## src/nvsram_host_cfg.svh

```systemverilog
// Purpose: constants for the nvsram host controller
// Assumes: 100 MHz clock
// Notes:   timing counts derived from printed times
`ifndef NVSRAM_HOST_CFG_SVH
`define NVSRAM_HOST_CFG_SVH
// ==========================================================
// sequence addresses
`define SEQ_A0        11'h000
`define SEQ_A1        11'h555
`define SEQ_A2        11'h2aa
`define SEQ_A3        11'h7ff
`define SEQ_A4        11'h0f0
`define SEQ_STORE     11'h70f
`define SEQ_RECALL    11'h70e
// ==========================================================
// timing (ns, us, ms) and cycle counts at 10 ns
`define CLK_NS        10
`define ACCESS_NS     50
`define ACCESS_CYC    ((`ACCESS_NS + `CLK_NS - 1) / `CLK_NS)
`define BUSY_PULSE_NS  250
`define BUSY_PULSE_CYC ((`BUSY_PULSE_NS + `CLK_NS - 1) / `CLK_NS)
`define STORE_MS      10
`define STORE_CYC     (`STORE_MS * 1000000 / `CLK_NS)
`define RECALL_US     20
`define RECALL_CYC    (`RECALL_US * 1000 / `CLK_NS)
`endif

```

## src/nvsram_host_pkg.sv

```systemverilog
// Purpose: types for the nvsram host controller
// Assumes: nothing
// Notes:   one-hot state codes
package nvsram_host_pkg;
	// ==========================================================
	// host command kinds
	typedef enum logic [2:0] {
		CMD_READ   = 3'h1,
		CMD_WRITE  = 3'h2,
		CMD_STORE  = 3'h4
	} cmd_kind_t;
	// request carrier
	typedef struct packed {
		cmd_kind_t   kind;
		logic        recall;
		logic [10:0] addr;
		logic [7:0]  data;
	} host_req_t;
	// memory pin carrier
	typedef struct packed {
		logic        chip_sel_n;
		logic        out_drive_n;
		logic        write_n;
		logic [10:0] addr;
	} mem_pins_t;
	// controller states
	typedef enum logic [6:0] {
		ST_IDLE  = 7'h01,
		ST_SETUP = 7'h02,
		ST_PULSE = 7'h04,
		ST_GAP   = 7'h08,
		ST_BUSY  = 7'h10,
		ST_WAIT  = 7'h20,
		ST_DONE  = 7'h40
	} state_t;
endpackage
```

## src/nvsram_host.sv

```systemverilog
// Purpose: host controller driving a 2Kx8 nonvolatile sram through its pins
// Assumes: inputs synchronous to i_clock; pins resolved by the bench
// Notes:   one request at a time; software store/recall sent as six reads
//
// Notes on behaviour
// - host holds address stable through write
// - host keeps output drive high writing
// - host keeps write strobe inactive idle
// - software store needs six reads
// - no intervening access inside sequence
// - write strobe high during sequence steps
// - host toggles select per sequence step
// - addresses 000 555 2aa 7ff 0f0 70f/70e
`include "nvsram_host_cfg.svh"
module nvsram_host
	import nvsram_host_pkg::*;
(
	// clock and reset
	input  wire logic        i_clock,
	input  wire logic        i_sys_rst,
	// user request side
	input  wire logic        i_req_valid,
	input  wire host_req_t   i_req,
	output logic             o_req_ready,
	output logic             o_rsp_valid,
	output logic [7:0]       o_rsp_data,
	// memory control pins
	output mem_pins_t        o_pins,
	// data byte pins
	input  wire logic [7:0]  i_io_byte,
	output logic [7:0]       o_io_byte,
	output logic             o_io_byte_oe_n,
	// busy line, open drain
	input  wire logic        i_nv_busy_line,
	output logic             o_nv_busy_line,
	output logic             o_nv_busy_line_oe_n
);
	// ==========================================================
	// state and holding registers
	state_t      state_r;                 // controller state
	host_req_t   req_r;                   // accepted request
	logic [2:0]  step_r;                  // sequence step 0..5
	logic [19:0] cnt_r;                   // timing counter
	mem_pins_t   pins_r;                  // pin drive
	logic [7:0]  wdata_r;                 // write data drive
	logic        wdrive_r;                // data bus driven
	logic        busy_drv_r;              // pulling busy line low
	logic        rsp_valid_r;             // answer strobe
	logic [7:0]  rsp_data_r;              // read byte

	localparam logic [19:0] ACC_C   = 20'(`ACCESS_CYC);
	localparam logic [19:0] BUSY_C  = 20'(`BUSY_PULSE_CYC);
	localparam logic [19:0] STORE_C = 20'(`STORE_CYC);
	localparam logic [19:0] REC_C   = 20'(`RECALL_CYC);

	// sequence address for a step, used by the pin drive only
	function automatic logic [10:0] seq_addr(input logic [2:0] s, input logic rec);
		logic [10:0] a;
		a = `SEQ_A0;
		case (s)
			3'h1: a = `SEQ_A1;
			3'h2: a = `SEQ_A2;
			3'h3: a = `SEQ_A3;
			3'h4: a = `SEQ_A4;
			3'h5: a = rec ? `SEQ_RECALL : `SEQ_STORE;
			default: a = `SEQ_A0;
		endcase
		return a;
	endfunction

	wire is_seq   = (req_r.kind == CMD_STORE);
	wire cnt_zero = (cnt_r == 20'h0);

	assign o_req_ready = (state_r == ST_IDLE);

	// ==========================================================
	// state machine
	always_ff @(posedge i_clock or posedge i_sys_rst) begin
		if (i_sys_rst) begin
			state_r <= ST_IDLE;
			step_r  <= 3'h0;
			cnt_r   <= 20'h0;
		end else begin
			case (state_r)
				// take a request
				ST_IDLE: begin
					if (i_req_valid) begin
						state_r <= ST_SETUP;
						step_r  <= 3'h0;
						cnt_r   <= 20'h0;
					end
				end
				// address settles with select high
				ST_SETUP: begin
					state_r <= ST_PULSE;
					cnt_r   <= ACC_C;
				end
				// select low for full access time
				ST_PULSE: begin
					if (cnt_zero) begin
						state_r <= ST_GAP;
					end else begin
						cnt_r <= cnt_r - 20'h1;
					end
				end
				// select high again between steps
				ST_GAP: begin
					if (is_seq && step_r != 3'h5) begin
						step_r  <= step_r + 3'h1;
						state_r <= ST_SETUP;
					end else if (is_seq) begin
						state_r <= ST_WAIT;
						cnt_r   <= req_r.recall ? REC_C : STORE_C;
					end else begin
						state_r <= ST_DONE;
					end
				end
				// nonvolatile cycle: keep off the bus
				ST_WAIT: begin
					if (cnt_zero && i_nv_busy_line) begin
						state_r <= ST_DONE;
					end else if (!cnt_zero) begin
						cnt_r <= cnt_r - 20'h1;
					end
				end
				default: begin
					state_r <= ST_IDLE;
				end
			endcase
		end
	end

	// ==========================================================
	// accepted request capture
	always_ff @(posedge i_clock or posedge i_sys_rst) begin
		if (i_sys_rst) begin
			req_r <= '0;
		end else if (state_r == ST_IDLE && i_req_valid) begin
			req_r <= i_req;
		end
	end

	// ==========================================================
	// pin drive; strobes idle high, address changes only with select high
	always_ff @(posedge i_clock or posedge i_sys_rst) begin
		if (i_sys_rst) begin
			pins_r   <= '{chip_sel_n: 1'b1, out_drive_n: 1'b1, write_n: 1'b1,
			              addr: 11'h000};
			wdata_r  <= 8'h00;
			wdrive_r <= 1'b0;
		end else begin
			pins_r.chip_sel_n  <= !(state_r == ST_SETUP ||
			                        (state_r == ST_PULSE && !cnt_zero));
			// write strobe only for plain writes; high in sequences
			pins_r.write_n     <= !(req_r.kind == CMD_WRITE &&
			                        (state_r == ST_SETUP ||
			                         (state_r == ST_PULSE && !cnt_zero)));
			pins_r.out_drive_n <= !(req_r.kind != CMD_WRITE &&
			                        (state_r == ST_SETUP || state_r == ST_PULSE));
			if (state_r == ST_IDLE && i_req_valid) begin
				pins_r.addr <= (i_req.kind == CMD_STORE) ? `SEQ_A0 : i_req.addr;
			end else if (state_r == ST_GAP && is_seq && step_r != 3'h5) begin
				pins_r.addr <= seq_addr(step_r + 3'h1, req_r.recall);
			end
			// address held until strobe rises
			wdrive_r <= (req_r.kind == CMD_WRITE) &&
			            (state_r == ST_SETUP || state_r == ST_PULSE);
			wdata_r  <= req_r.data;
		end
	end

	// ==========================================================
	// busy line drive, never pulled low (no hardware store request sent)
	always_ff @(posedge i_clock or posedge i_sys_rst) begin
		if (i_sys_rst) begin
			busy_drv_r <= 1'b0;
		end else begin
			busy_drv_r <= 1'b0;
		end
	end

	// ==========================================================
	// read answer
	always_ff @(posedge i_clock or posedge i_sys_rst) begin
		if (i_sys_rst) begin
			rsp_valid_r <= 1'b0;
			rsp_data_r  <= 8'h00;
		end else begin
			rsp_valid_r <= (state_r == ST_DONE);
			if (state_r == ST_PULSE && cnt_zero && req_r.kind == CMD_READ) begin
				rsp_data_r <= i_io_byte;
			end
		end
	end

	assign o_pins              = pins_r;
	assign o_io_byte           = wdata_r;
	assign o_io_byte_oe_n      = !wdrive_r;
	assign o_nv_busy_line      = 1'b0;
	assign o_nv_busy_line_oe_n = !busy_drv_r;
	assign o_rsp_valid         = rsp_valid_r;
	assign o_rsp_data          = rsp_data_r;

	// ==========================================================
	// checks
	AST_WR_NO_DRIVE: assert property (@(posedge i_clock) disable iff (i_sys_rst)
		!o_pins.write_n |-> o_pins.out_drive_n)
		else $error("output drive low during write");
	AST_SEQ_NO_WRITE: assert property (@(posedge i_clock) disable iff (i_sys_rst)
		(is_seq && state_r != ST_IDLE) |-> o_pins.write_n)
		else $error("write strobe low in sequence");
	AST_ADDR_STABLE: assert property (@(posedge i_clock) disable iff (i_sys_rst)
		(!o_pins.chip_sel_n && $past(!o_pins.chip_sel_n)) |-> $stable(o_pins.addr))
		else $error("address moved under select");
	AST_SIXTH_ADDR: assert property (@(posedge i_clock) disable iff (i_sys_rst)
		(state_r == ST_PULSE && is_seq && step_r == 3'h5) |->
		o_pins.addr == (req_r.recall ? `SEQ_RECALL : `SEQ_STORE))
		else $error("wrong sixth address");
	AST_SEL_TOGGLE: assert property (@(posedge i_clock) disable iff (i_sys_rst)
		(state_r == ST_GAP) |=> o_pins.chip_sel_n)
		else $error("select not raised between steps");
	AST_IDLE_STROBE: assert property (@(posedge i_clock) disable iff (i_sys_rst)
		(state_r == ST_IDLE && $past(state_r) == ST_IDLE) |-> o_pins.write_n)
		else $error("write strobe active while idle");
	AST_RSP_AFTER: assert property (@(posedge i_clock) disable iff (i_sys_rst)
		(state_r == ST_DONE) |=> o_rsp_valid ##1 !o_rsp_valid)
		else $error("answer strobe wrong");
	AST_NO_BUS_NV: assert property (@(posedge i_clock) disable iff (i_sys_rst)
		(state_r == ST_WAIT) |-> (o_pins.chip_sel_n && o_io_byte_oe_n))
		else $error("access during nonvolatile cycle");
	COV_READ:   cover property (@(posedge i_clock) state_r == ST_DONE && req_r.kind == CMD_READ);
	COV_WRITE:  cover property (@(posedge i_clock) state_r == ST_DONE && req_r.kind == CMD_WRITE);
	COV_STORE:  cover property (@(posedge i_clock) state_r == ST_WAIT && !req_r.recall);
	COV_RECALL: cover property (@(posedge i_clock) state_r == ST_WAIT && req_r.recall);
endmodule

```

## config.mk

```make
export PLATFORM = sky130hd
export DESIGN_NAME = nvsram_host
export DESIGN_NICKNAME = d
export VERILOG_FILES = /design/src/nvsram_host_pkg.sv /design/src/nvsram_host.sv
export VERILOG_INCLUDE_DIRS = /design/src
export SDC_FILE = /design/constraint.sdc
export NUM_CORES = 1
export LEC_CHECK = 0
export ABC_CLOCK_PERIOD_IN_PS = 2500
export BUFFER_PORTS_ARGS = -buffer_cell sky130_fd_sc_hd__buf_2
export CORE_MARGIN = 2
export CORE_UTILIZATION = 51
export CTS_CLUSTER_DIAMETER = 50
export CTS_CLUSTER_SIZE = 14
export DETAILED_ROUTE_END_ITERATION = 10
export PLACE_DENSITY = 0.75
export REMOVE_ABC_BUFFERS = 1
export SLEW_MARGIN = 30
export SYNTH_ARGS = -nofsm -noshare
export SYNTH_HDL_FRONTEND = slang
export SYNTH_SLANG_ARGS = --single-unit
```

## constraint.sdc

```tcl
create_clock -name i_clock -period 2.5 [get_ports i_clock]
set_input_delay 0.5 -clock i_clock [delete_from_list [all_inputs] [get_ports i_clock]]
set_output_delay 0.5 -clock i_clock [all_outputs]
set_load 0.02 [all_outputs]
```

* After elaboration in Yosys (flattened, before gate mapping) *
Cells that the tools add are included.

storage, ports and cells
  memories = 0
  bits in registers = 74
  memory bits (read-only) = 0
  input port bits = 35
  output and inout bits = 35
  RAM bits = 0
  latch bits = 0

cells by class
  magnitude comparators = 0
  bitwise operators = 0
  shift-type cells = 0
  reductions and logical operators = 25
  equal/unequal tests = 24
  multiplexer cells = 21
  add/sub/neg operators = 2
  multiply operators = 0
  divide/modulo/power cells = 0

operators by type and width
  operator                                              count
  two-way mux 20 bit                                    6
  one-hot mux 20 bit (5 select lines)                   1
  one-hot mux 11 bit (5 select lines)                   1
  two-way mux 7 bit                                     5
  one-hot mux 7 bit (5 select lines)                    1
  two-way mux 11 bit                                    3
  zero test 20 bit                                      1
  subtractor 20 x 1 -> 20 bit (second input constant)   1
  != test 2 bit (second input constant)                 7
  equality test 3 bit (second input constant)           4
  logical AND 1 bit                                     11
  equality test 3 x 2 -> 1 bit (second input constant)  3
  equality test 7 x 1 -> 1 bit (second input constant)  1
  equality test 7 x 2 -> 1 bit (second input constant)  1
  equality test 7 x 3 -> 1 bit (second input constant)  1
  equality test 7 x 4 -> 1 bit (second input constant)  1
  equality test 7 x 6 -> 1 bit (second input constant)  1
  equality test 7 bit (second input constant)           1
  equality test 3 x 1 -> 1 bit (second input constant)  2
  two-way mux 3 bit                                     2
  one-hot mux 3 bit (2 select lines)                    1
  AND reduction 3 bit                                   2
  zero test 1 bit                                       5
  AND reduction 5 bit                                   1
  7 further kinds                                       9

* Longest topological paths before layout *
Gate-level depths: netlist of run 1.

  word-level depth = 6
  depth in mapped cells = 9
  gate-level depth less buffers = 8

* Worst setup path after synthesis of run 1 *
OpenSTA, ideal clock, no wires.

  path kind = reg2reg
  from = register state_r[2]
  to = register cnt_r[9]
  stages on the path, launching flop included = 7
  clock period less this slack = 2.111 ns
  path slack = 0.389 ns
  data arrival time = 1.985 ns
  cell sequence = dfrtp_1 nor4_2 nand3b_2 and4_4 or3_1 buf_2 a221o_1

on the way
  cells in the longest elaborated chain, start to end = 3

RTL lines
  what                                                                  line                source
  from (decl)                                                           nvsram_host.sv:40   state_t state_r;
  from (signal assigned)                                                nvsram_host.sv:80   state_r <= ST_IDLE;
  from (signal assigned)                                                nvsram_host.sv:88   state_r <= ST_SETUP;
  from (signal assigned)                                                nvsram_host.sv:95   state_r <= ST_PULSE;
  equality test 7 x 1 -> 1 bit, or another cell as far along            nvsram_host.sv:84   case (state_r)
  nonzero test 5 bit (no line) / != test 2 bit (equally long branches)  --
  AND reduction 5 bit (no line)                                         --
  to (signal assigned)                                                  nvsram_host.sv:103  cnt_r <= cnt_r - 20'h1;
  to (signal assigned)                                                  nvsram_host.sv:113  cnt_r <= req_r.recall ? REC_C : STORE_C;
  to (signal assigned)                                                  nvsram_host.sv:123  cnt_r <= cnt_r - 20'h1;
  to (decl)                                                             nvsram_host.sv:43   logic [19:0] cnt_r;

Parallel ways exist; a longest one is shown, timed or not.
A chain may end at the register's enable or synchronous reset.

* Worst setup path after layout of run 1 *
Same ends and word-level chain as after synthesis.

==> metrics, run 1 <==
status=completed; clock slew at reported path FFs=0.09 ns; CP cell instances=nor4_2, nand3b_2, and4_4, or3_1, a221o_1; FILL cells=537; CTS Buffer Depth=2; kind of critical path=flop to flop; Netlist Area Pre-Place=0.00357 sq mm; final instance area=0.00435 sq mm; Synth Register Bits=73; Static Leak=2.09 nW; Worst Hold Class=input pin to async pin; CTS buffer count=9; syn_area_per_cell=9.97 sq um; Core Footprint=0.00679 sq mm; die footprint=0.00768 sq mm; Die W=87.6 um; first-pass GRT wire length=14,200 um; Worst slew margin=0.651; max layer used=met4; worst slew pin tran=0.523 ns; Final HPWL DP=6270 um; Initial Utilization=0.525; Crit Path Max Fanout=13; vias=3,152; Die Y=87.6 um; slowest cell on the critical path=dfrtp_1; Critical Path Sink Type=flop; Post-Route WL=8560 um; dpl cell area=0.00415 sq mm; Final setup viols=0; warnings from Yosys=0; WP data required=2.74 ns; total grt overflow=0; number of flops mapped to enable cells by yosys=0; skew final=0.0104 ns; initial antenna violation count=0; max-cap violation count=0; final net count=487; routed wl met2=4100 um; IO Pins=70; post-route setup slack=0.153 ns; Final min period=2.35 ns; cell taking the most area after synthesis=dfrtp_1; CP peak stage delay=0.47 ns; Core Rows=30; FF/Latch Area=0.00183 sq mm; root buffer cell=clkbuf_8; CTS H-tree depth=3; Final Slew Violations=0; IO Port Bufs=67; worst slack, placed=0.153 ns; clk_lat worst skew=0.36 ns; footprint of the multi-input gates=0.00161 sq mm; vias in the first global route=2,925; RSZ-0062 raised after global routing=no; Routed Antenna Nets=0; Pwr Total=5.80 mW; Gate Count Post-Synth=358; clock sink total=73; crit path DAT=2.58 ns; post-synth cell types=57; wl on met1=3720 um; ANT cells=0; area grow syn2layout=22.0%; RD Place Congestion=0.978; Fin. Hold Viols=0; ys async rst share=1.00; period utilisation layout=0.939; CTS tree=done; total negative setup slack=0 ns; DR vias/cell=5.77; CP Launch Type=flop; FMAX=0.426 GHz; maximum vdd drop=0.829 mV; pin count of the biggest net entering global routing=35; ys flop type=dfrtp_1; top cells by area, synth=dfrtp_1 48%, nand2_1 5.3%, mux2_2 3.8%; first-pass detailed-route iteration total=5; most frequent cell after synthesis=dfrtp_1; share of cells above drive strength 1=0.309; PD cells=1330 mW/mm^2; Iteration-0 DRC Markers=284; Seq/Total Area, Yosys=0.513; most common library cells after synthesis=69 x dfrtp_1, 50 x nand2_1, 25 x nor2_1; Residual DRC=0; met3 wire len=573 um; WL/cell=15.7 um; total track usage=0.239; post-synth top area share=0.484
==> layout make-up <==
| cell class | count | area share |
|---|---|---|
| Sequential cell | 73 | 0.421 |
| Multi-Input combinational cell | 252 | 0.370 |
| Tap cell | 96 | 0.0276 |
| Clock inverter | 7 | 0.0178 |
| Inverter | 19 | 0.0164 |
| Clock buffer | 9 | 0.0284 |
| Timing Repair Buffer | 90 | 0.120 |
==> critical path, delay by kind of cell (launching register included) <==
| kind | cells | cell delay (ns) |
|---|---|---|
| AND/OR/NAND/NOR | 4 | 1.38 |
| flip-flops | 1 | 0.47 |
| AO/OA/AOI/OAI | 1 | 0.39 |
==> power by group <==
group	switching [mW]	leakage (nW)	internal [mW]	total (mW)
clock	0.476	0.100	0.469	0.945
combinational	1.86	1.06	1.09	2.95
sequential	0.306	0.929	1.60	1.91
total	2.64	2.09	3.16	5.80
==> timing repair <==
| action | 4_1_cts | 5_1_grt |
|---|---|---|
| buffers inserted | 0 | 0 |
| endpoints found under the hold margin | 0 | 0 |
| hold buffers | 0 | 0 |
| endpoints found under the setup margin | 0 | 8 |
| gates resized for setup | 0 | 1 |
==> logic make-up (layout without fill, tap and decap cells) <==
kind of cell             after synthesis  in the layout  share of synthesized area
buffers and inverters                 33            125                     0.0372
AO/OA/AOI/OAI                         91             91                      0.174
AND/OR/NAND/NOR                      139            139                      0.207
multiplexers                          12             12                     0.0379
flip-flops                            73             73                      0.513
other                                  2              2                    0.00210
XOR/XNOR                               1              1                    0.00456
adder cells (fa/ha/maj)                7              7                     0.0245
==> placed cells by master, fill, tap and decap left out, drive strengths merged, types with 7 or more instances in the layout <==
cell,instances
buf,90
dfrtp,69
nand2,51
nor2,25
o21ai,22
inv,20
a21oi,16
nand3,15
mux2,12
o41ai,10
nor3,10
clkbuf,9
nor4,9
ha,7
==> registers in the layout, summed over array words and instances, names as in the netlist <==
signal       flops
cnt_r           20
state_r          6
o_rsp_valid      1
wdrive_r         1
req_r           12
o_io_byte        8
o_rsp_data       8
o_pins          14
step_r           3
==> per-layer routing <==
| layer | up-vias | global-route usage |
|---|---|---|
| met4 | 0 | 0.0713 |
| met5 | - | 0 |
| met1 | 1513 | 0.329 |
| met2 | 139 | 0.366 |
| li1 | 1480 | - |
| met3 | 20 | 0.0745 |
==> path summary, 6_finish.rpt <==
path / slack (ns) / end / startpoint / depth (start not counted)
max: 0.15 / cnt_r[9] / state_r[2] / 5
min: 0.17 / o_io_byte[1] / i_sys_rst / 2
max reg2reg: 0.15 / cnt_r[9] / state_r[2] / 5
min reg2reg: 0.38 / o_io_byte[5] / req_r[5] / 0
max in group asynchronous: 1.65 / o_pins[12] / i_sys_rst / 3
min in group i_clock: 0.33 / req_r[7] / i_req[7] / 3
==> metrics by stage <==
| step | utilization | hold WS [ns] | std cells |
|---|---|---|---|
| final | 0.641 | 0.166 | 546 |
| after global routing | 0.641 | 0.208 | 546 |
| after CTS | 0.640 | 0.171 | 546 |
| after detailed placement | 0.610 | 0.361 | 530 |
| after global placement | 0.610 | 0.358 | 530 |
| after floorplan | - | 0.354 | 344 |
Note: power is estimated with default switching activity, not from simulation.
==> run 2: changes to the inputs <==
Settings changed: CORE_UTILIZATION 51 to 55, PLACE_DENSITY 0.75 to 0.8, SLEW_MARGIN 30 to 0.
==> run 2 against run 1 <==
Against the previous run:
- total power shrank 0.43%
- fmax grew 0.14%
- register-to-register slack is essentially flat
- critical path type unchanged
- largest power group unchanged
==> metrics, run 2 (synthesized netlist as in run 1, its figures left out) <==
status=completed (unchanged); post-route setup slack=0.156 ns (was 0.153 ns); first-pass detailed-route iteration total=4 (was 5); Pwr Total=5.78 mW (was 5.80 mW); Core Rows=29 (was 30); Post-Route WL=8700 um (was 8560 um); maximum vdd drop=0.810 mV (was 0.829 mV); kind of critical path=flop to flop (unchanged); Core Footprint=0.00631 sq mm (was 0.00679 sq mm); PD cells=1340 mW/mm^2 (was 1330 mW/mm^2); total track usage=0.249 (was 0.239); final net count=483 (was 487); worst r2r src=state_r[2] (unchanged); Residual DRC=0 (unchanged); worst hold-check slack=0.0981 ns (was 0.166 ns); pin count of the biggest net entering global routing=59 (was 35); share of cells above drive strength 1=0.303 (was 0.309); CTS tree=done (unchanged); max-cap violation count=0 (unchanged); Final HPWL DP=6280 um (was 6270 um); clock slew at reported path FFs=0.08 ns (was 0.09 ns); Setup Buffers After CTS=0 (unchanged); Die Y=84.6 um (was 87.6 um); CTS Buffer Depth=2 (unchanged); vias=3,118 (was 3,152); RD Place Congestion=0.923 (was 0.978); CP Launch Type=flop (unchanged); Reg2Reg Depth=5 (unchanged); Die W=84.6 um (was 87.6 um); Initial Utilization=0.565 (was 0.525); Post-Layout Cell Count=523 (was 546); CP cell instances=nor4_2, nand3b_2, and4_4, or3_1, a221o_1 (unchanged); flop2flop setup slack=0.16 ns (was 0.15 ns); FF-to-FF End=cnt_r[9] (unchanged); WL/cell=16.6 um (was 15.7 um); RSZ-0062 raised after global routing=no (unchanged); placed cells=507 (was 530); Static Leak=2.07 nW (was 2.09 nW); clk_lat worst skew=0.36 ns (about the same); initial antenna violation count=0 (unchanged); clock sink total=73 (unchanged); period utilisation layout=0.938 (was 0.939); Worst Hold Class=input pin to async pin (unchanged); Final setup viols=0 (unchanged); Fin. Hold Viols=0 (unchanged); crit path launch=state_r[2] (unchanged); WP data required=2.74 ns (about the same); Final min period=2.34 ns (was 2.35 ns); crit path DAT=2.58 ns (about the same); worst setup path end=cnt_r[9] (unchanged); DR vias/cell=5.96 (was 5.77); most frequent cells in the layout=69 x dfrtp_1, 67 x buf_2, 50 x nand2_1 (unchanged); die footprint=0.00715 sq mm (was 0.00768 sq mm); CTS buffer count=9 (unchanged); Crit Path Max Fanout=13 (unchanged); ANT cells=0 (unchanged); Iteration-0 DRC Markers=230 (was 284); slowest cell on the critical path=dfrtp_1 (unchanged); vias in the first global route=3,012 (was 2,925); worst slew pin tran=0.505 ns (was 0.523 ns); CP peak stage delay=0.46 ns (was 0.47 ns); skew final=0.0110 ns (was 0.0104 ns); area grow syn2layout=20.7% (was 22.0%); IO Pins=70 (unchanged); Final Slew Violations=0 (unchanged); Routed Antenna Nets=0 (unchanged); FMAX=0.427 GHz (was 0.426 GHz); Worst slew margin=0.661 (was 0.651); Largest register FFs=20 (unchanged); first-pass GRT wire length=13,900 um (was 14,200 um); root buffer cell=clkbuf_8 (unchanged); largest register by flop count=cnt_r (unchanged); most common cell after layout, fill and taps aside=dfrtp_1 (unchanged); Critical Path Sink Type=flop (unchanged); FILL cells=478 (was 537); total negative setup slack=0 ns (unchanged); total grt overflow=0 (unchanged); worst slack, placed=0.161 ns (was 0.153 ns); IO Port Bufs=67 (unchanged); CTS H-tree depth=3 (unchanged)
run 2: per-stage QoR:
| stage | utilization | instance area (sq um) |
|---|---|---|
| 2_1_floorplan | - | 3510 |
| 3_3_place_gp | 0.648 | 4090 |
| 3_5_place_dp | 0.648 | 4090 |
| 4_1_cts | 0.681 | 4300 |
| 5_1_grt | 0.682 | 4310 |
| 6_report | 0.682 | 4310 |
run 2: worst max-delay path, delay by kind of cell, from the launching register on:
kind	cells	cell delay (ns)
DFF	1	0.46
and+or+nand+nor	4	1.38
AOI/OAI and AO/OA	1	0.38
run 2: area by class of cell:
class | count | area, sq um | share of cell area
clock buffers | 9 | 124 | 0.0288
clock inverters | 7 | 82.6 | 0.0192
inverters | 19 | 71.3 | 0.0166
multi-input cells | 252 | 1610 | 0.374
flip-flops and latches | 73 | 1830 | 0.425
well taps | 77 | 96.3 | 0.0224
repair buffers | 86 | 490 | 0.114
run 2: worst min-delay path by stage:
stage	from	end	depth (start not counted)
6_report	i_sys_rst	req_r[3]	2
4_1_cts	i_sys_rst	o_io_byte[3]	2
3_5_place_dp	req_r[3]	o_io_byte[3]	0
5_1_grt	i_sys_rst	o_io_byte[0]	2
3_3_place_gp	req_r[6]	o_io_byte[6]	0
2_1_floorplan	req_r[0]	o_io_byte[0]	0
run 2: timing repair:
| item | 4_1_cts | 5_1_grt |
|---|---|---|
| gates resized for setup | 0 | 1 |
| endpoints found under the setup margin | 0 | 8 |
| hold buffers | 0 | 0 |
run 2: per-layer routing:
layer  vias to the layer above  global-route usage  routed length, um
li1                       1466                   -                  -
met3                        22              0.0678                502
met5                         -                   0                  0
met1                      1508               0.306               3570
met2                       122               0.422               4440
met4                         0              0.0938                183
run 2: power breakdown:
| part | total [mW] | leakage [nW] | switching, mW | internal [mW] |
|---|---|---|---|---|
| logic | 2.91 | 1.05 | 1.84 | 1.07 |
| registers | 1.91 | 0.929 | 0.304 | 1.60 |
| clock network | 0.959 | 0.0988 | 0.481 | 0.477 |
==> run 3: changes to the inputs <==
--- a/config.mk
+++ b/config.mk
@@ -11,3 +11,3 @@
 export CORE_MARGIN = 2
-export CORE_UTILIZATION = 55
+export CORE_UTILIZATION = 31
 export CTS_CLUSTER_DIAMETER = 50
@@ -15,3 +15,2 @@
 export DETAILED_ROUTE_END_ITERATION = 10
-export PLACE_DENSITY = 0.8
 export REMOVE_ABC_BUFFERS = 1
==> constraint.sdc (replaced) <==
create_clock -name i_clock -period 2.5 [get_ports i_clock]
set_input_delay 0.375 -clock i_clock [delete_from_list [all_inputs] [get_ports i_clock]]
set_output_delay 0.375 -clock i_clock [all_outputs]
set_load 0.02 [all_outputs]
==> run 3 against run 2 <==
Against the previous run:
- wire length up 1.2%
- cell count up 13%
- clock-buffer cell count did not move
- critical endpoint is now o_rsp_data[2]
- sequential share of layout area is 1.9 points lower
==> metrics, run 3 (synthesized netlist as in run 1, its figures left out) <==
first-pass GRT wire length=15,000 um (was 13,900 um); CTS tree=done (unchanged); Core Rows=39 (was 29); IO Port Bufs=67 (unchanged); area grow syn2layout=26.4% (was 20.7%); initial antenna violation count=0 (unchanged); worst slew pin tran=0.528 ns (was 0.505 ns); IO Pins=70 (unchanged); Largest register FFs=20 (unchanged); CP cell instances=nor4_2, nand3_2, nor4_1, nand3_1, mux2_2 (was nor4_2, nand3b_2, and4_4, or3_1, a221o_1); worst r2r src=cnt_r[15] (was state_r[2]); Worst slew margin=0.648 (was 0.661); Reg2Reg Depth=5 (unchanged); Setup Buffers After CTS=0 (unchanged); largest register by flop count=cnt_r (unchanged); most common cell after layout, fill and taps aside=dfrtp_1 (unchanged); total negative setup slack=0 ns (unchanged); Iteration-0 DRC Markers=215 (was 230); share of cells above drive strength 1=0.302 (was 0.303); Final setup viols=0 (unchanged); CTS H-tree depth=3 (unchanged); Fin. Hold Viols=0 (unchanged); PD cells=1390 mW/mm^2 (was 1340 mW/mm^2); worst hold-check slack=0.110 ns (was 0.0981 ns); die footprint=0.0124 sq mm (was 0.00715 sq mm); period utilisation layout=0.930 (was 0.938); FMAX=0.430 GHz (was 0.427 GHz); Die W=111 um (was 84.6 um); skew final=0.00524 ns (was 0.0110 ns); Residual DRC=0 (unchanged); final instance area=0.00451 sq mm (was 0.00431 sq mm); crit path DAT=2.54 ns (was 2.58 ns); Crit Path Max Fanout=9 (was 13); clk_lat worst skew=0.34 ns (was 0.36 ns); Critical Path Sink Type=flop (unchanged); status=completed (unchanged); Die Y=111 um (was 84.6 um); WL/cell=14.9 um (was 16.6 um); vias in the first global route=3,075 (was 3,012); Static Leak=2.14 nW (was 2.07 nW); Initial Utilization=0.315 (was 0.565); post-CTS resize count=0 (unchanged); CTS Buffer Depth=2 (unchanged); post-cts hold buffer count=0 (unchanged); CP peak stage delay=0.43 ns (was 0.46 ns); Final min period=2.32 ns (was 2.34 ns); final net count=484 (was 483); Worst Hold Class=input pin to async pin (unchanged); root buffer cell=clkbuf_16 (was clkbuf_8); RD Place Congestion=0.891 (was 0.923); Pwr Total=6.25 mW (was 5.78 mW); flop2flop setup slack=0.18 ns (was 0.16 ns); dpl cell area=0.00418 sq mm (was 0.00409 sq mm); max-cap violation count=0 (unchanged); vias=3,095 (was 3,118); pin count of the biggest net entering global routing=74 (was 59); clock sink total=73 (unchanged); Final HPWL DP=6490 um (was 6280 um); placed cells=574 (was 507); Core Footprint=0.0113 sq mm (was 0.00631 sq mm); first-pass detailed-route iteration total=4 (unchanged); Post-Route WL=8800 um (was 8700 um); total track usage=0.148 (was 0.249); total grt overflow=0 (unchanged); Post-Layout Cell Count=590 (was 523); Routed Antenna Nets=0 (unchanged); slowest cell on the critical path=dfrtp_1 (unchanged); clock slew at reported path FFs=0.06 ns (was 0.08 ns); CTS buffer count=9 (unchanged); RSZ-0062 raised after global routing=no (unchanged); DR vias/cell=5.25 (was 5.96); Final Slew Violations=0 (unchanged); ANT cells=0 (unchanged); CP Launch Type=flop (unchanged); kind of critical path=flop to flop (unchanged); most frequent cells in the layout=69 x dfrtp_1, 67 x buf_2, 50 x nand2_1 (unchanged); FF-to-FF End=o_rsp_data[2] (was cnt_r[9]); maximum vdd drop=0.566 mV (was 0.810 mV); WP data required=2.72 ns (was 2.74 ns)
-- run 3: changes by cell type in the layout (fill, tap and decap cells not counted), sizes merged --
cell / before / now
bufinv: 1 / 2
inv: 22 / 20
clkinv: 1 / 4
clkinvlp: 2 / 0
buf: 86 / 87
-- run 3: layer usage --
layer	global-route usage	wire (um)
met5	0	0
met4	0.0560	141
met3	0.0350	492
met2	0.240	4320
met1	0.192	3840
-- run 3: area by class of cell --
class                   instances  area [sq um]
repair buffers                 87           498
flip-flops and latches         73          1830
multi-input cells             252          1600
well taps                     143           179
clock buffers                   9           225
inverters                      19          71.3
clock inverters                 7           103
fillers                      1115          6810
-- run 3: critical path, delay by kind of cell (launching register included) --
family        cells  cell delay (ns)
mux               1             0.39
simple gates      4             1.39
flops             1             0.43
-- run 3: where the power goes --
group	switching [mW]	internal, mW
clock network	0.517	0.885
logic	1.84	1.10
registers	0.297	1.61
-- run 3: how the worst max path moves through the flow --
stage / from / end
after floorplan: i_sys_rst / cnt_r[0]
after global placement: cnt_r[15] / o_rsp_data[6]
after detailed placement: cnt_r[15] / o_rsp_data[2]
after CTS: cnt_r[15] / o_rsp_data[2]
after global routing: state_r[1] / o_rsp_data[0]
final: cnt_r[15] / o_rsp_data[2]
-- run 3: per-stage QoR --
stage,setup slack (ns),utilization
after floorplan,0.278,-
after global placement,0.300,0.370
after detailed placement,0.173,0.370
after CTS,0.159,0.399
after global routing,0.00602,0.399
final,0.175,0.399
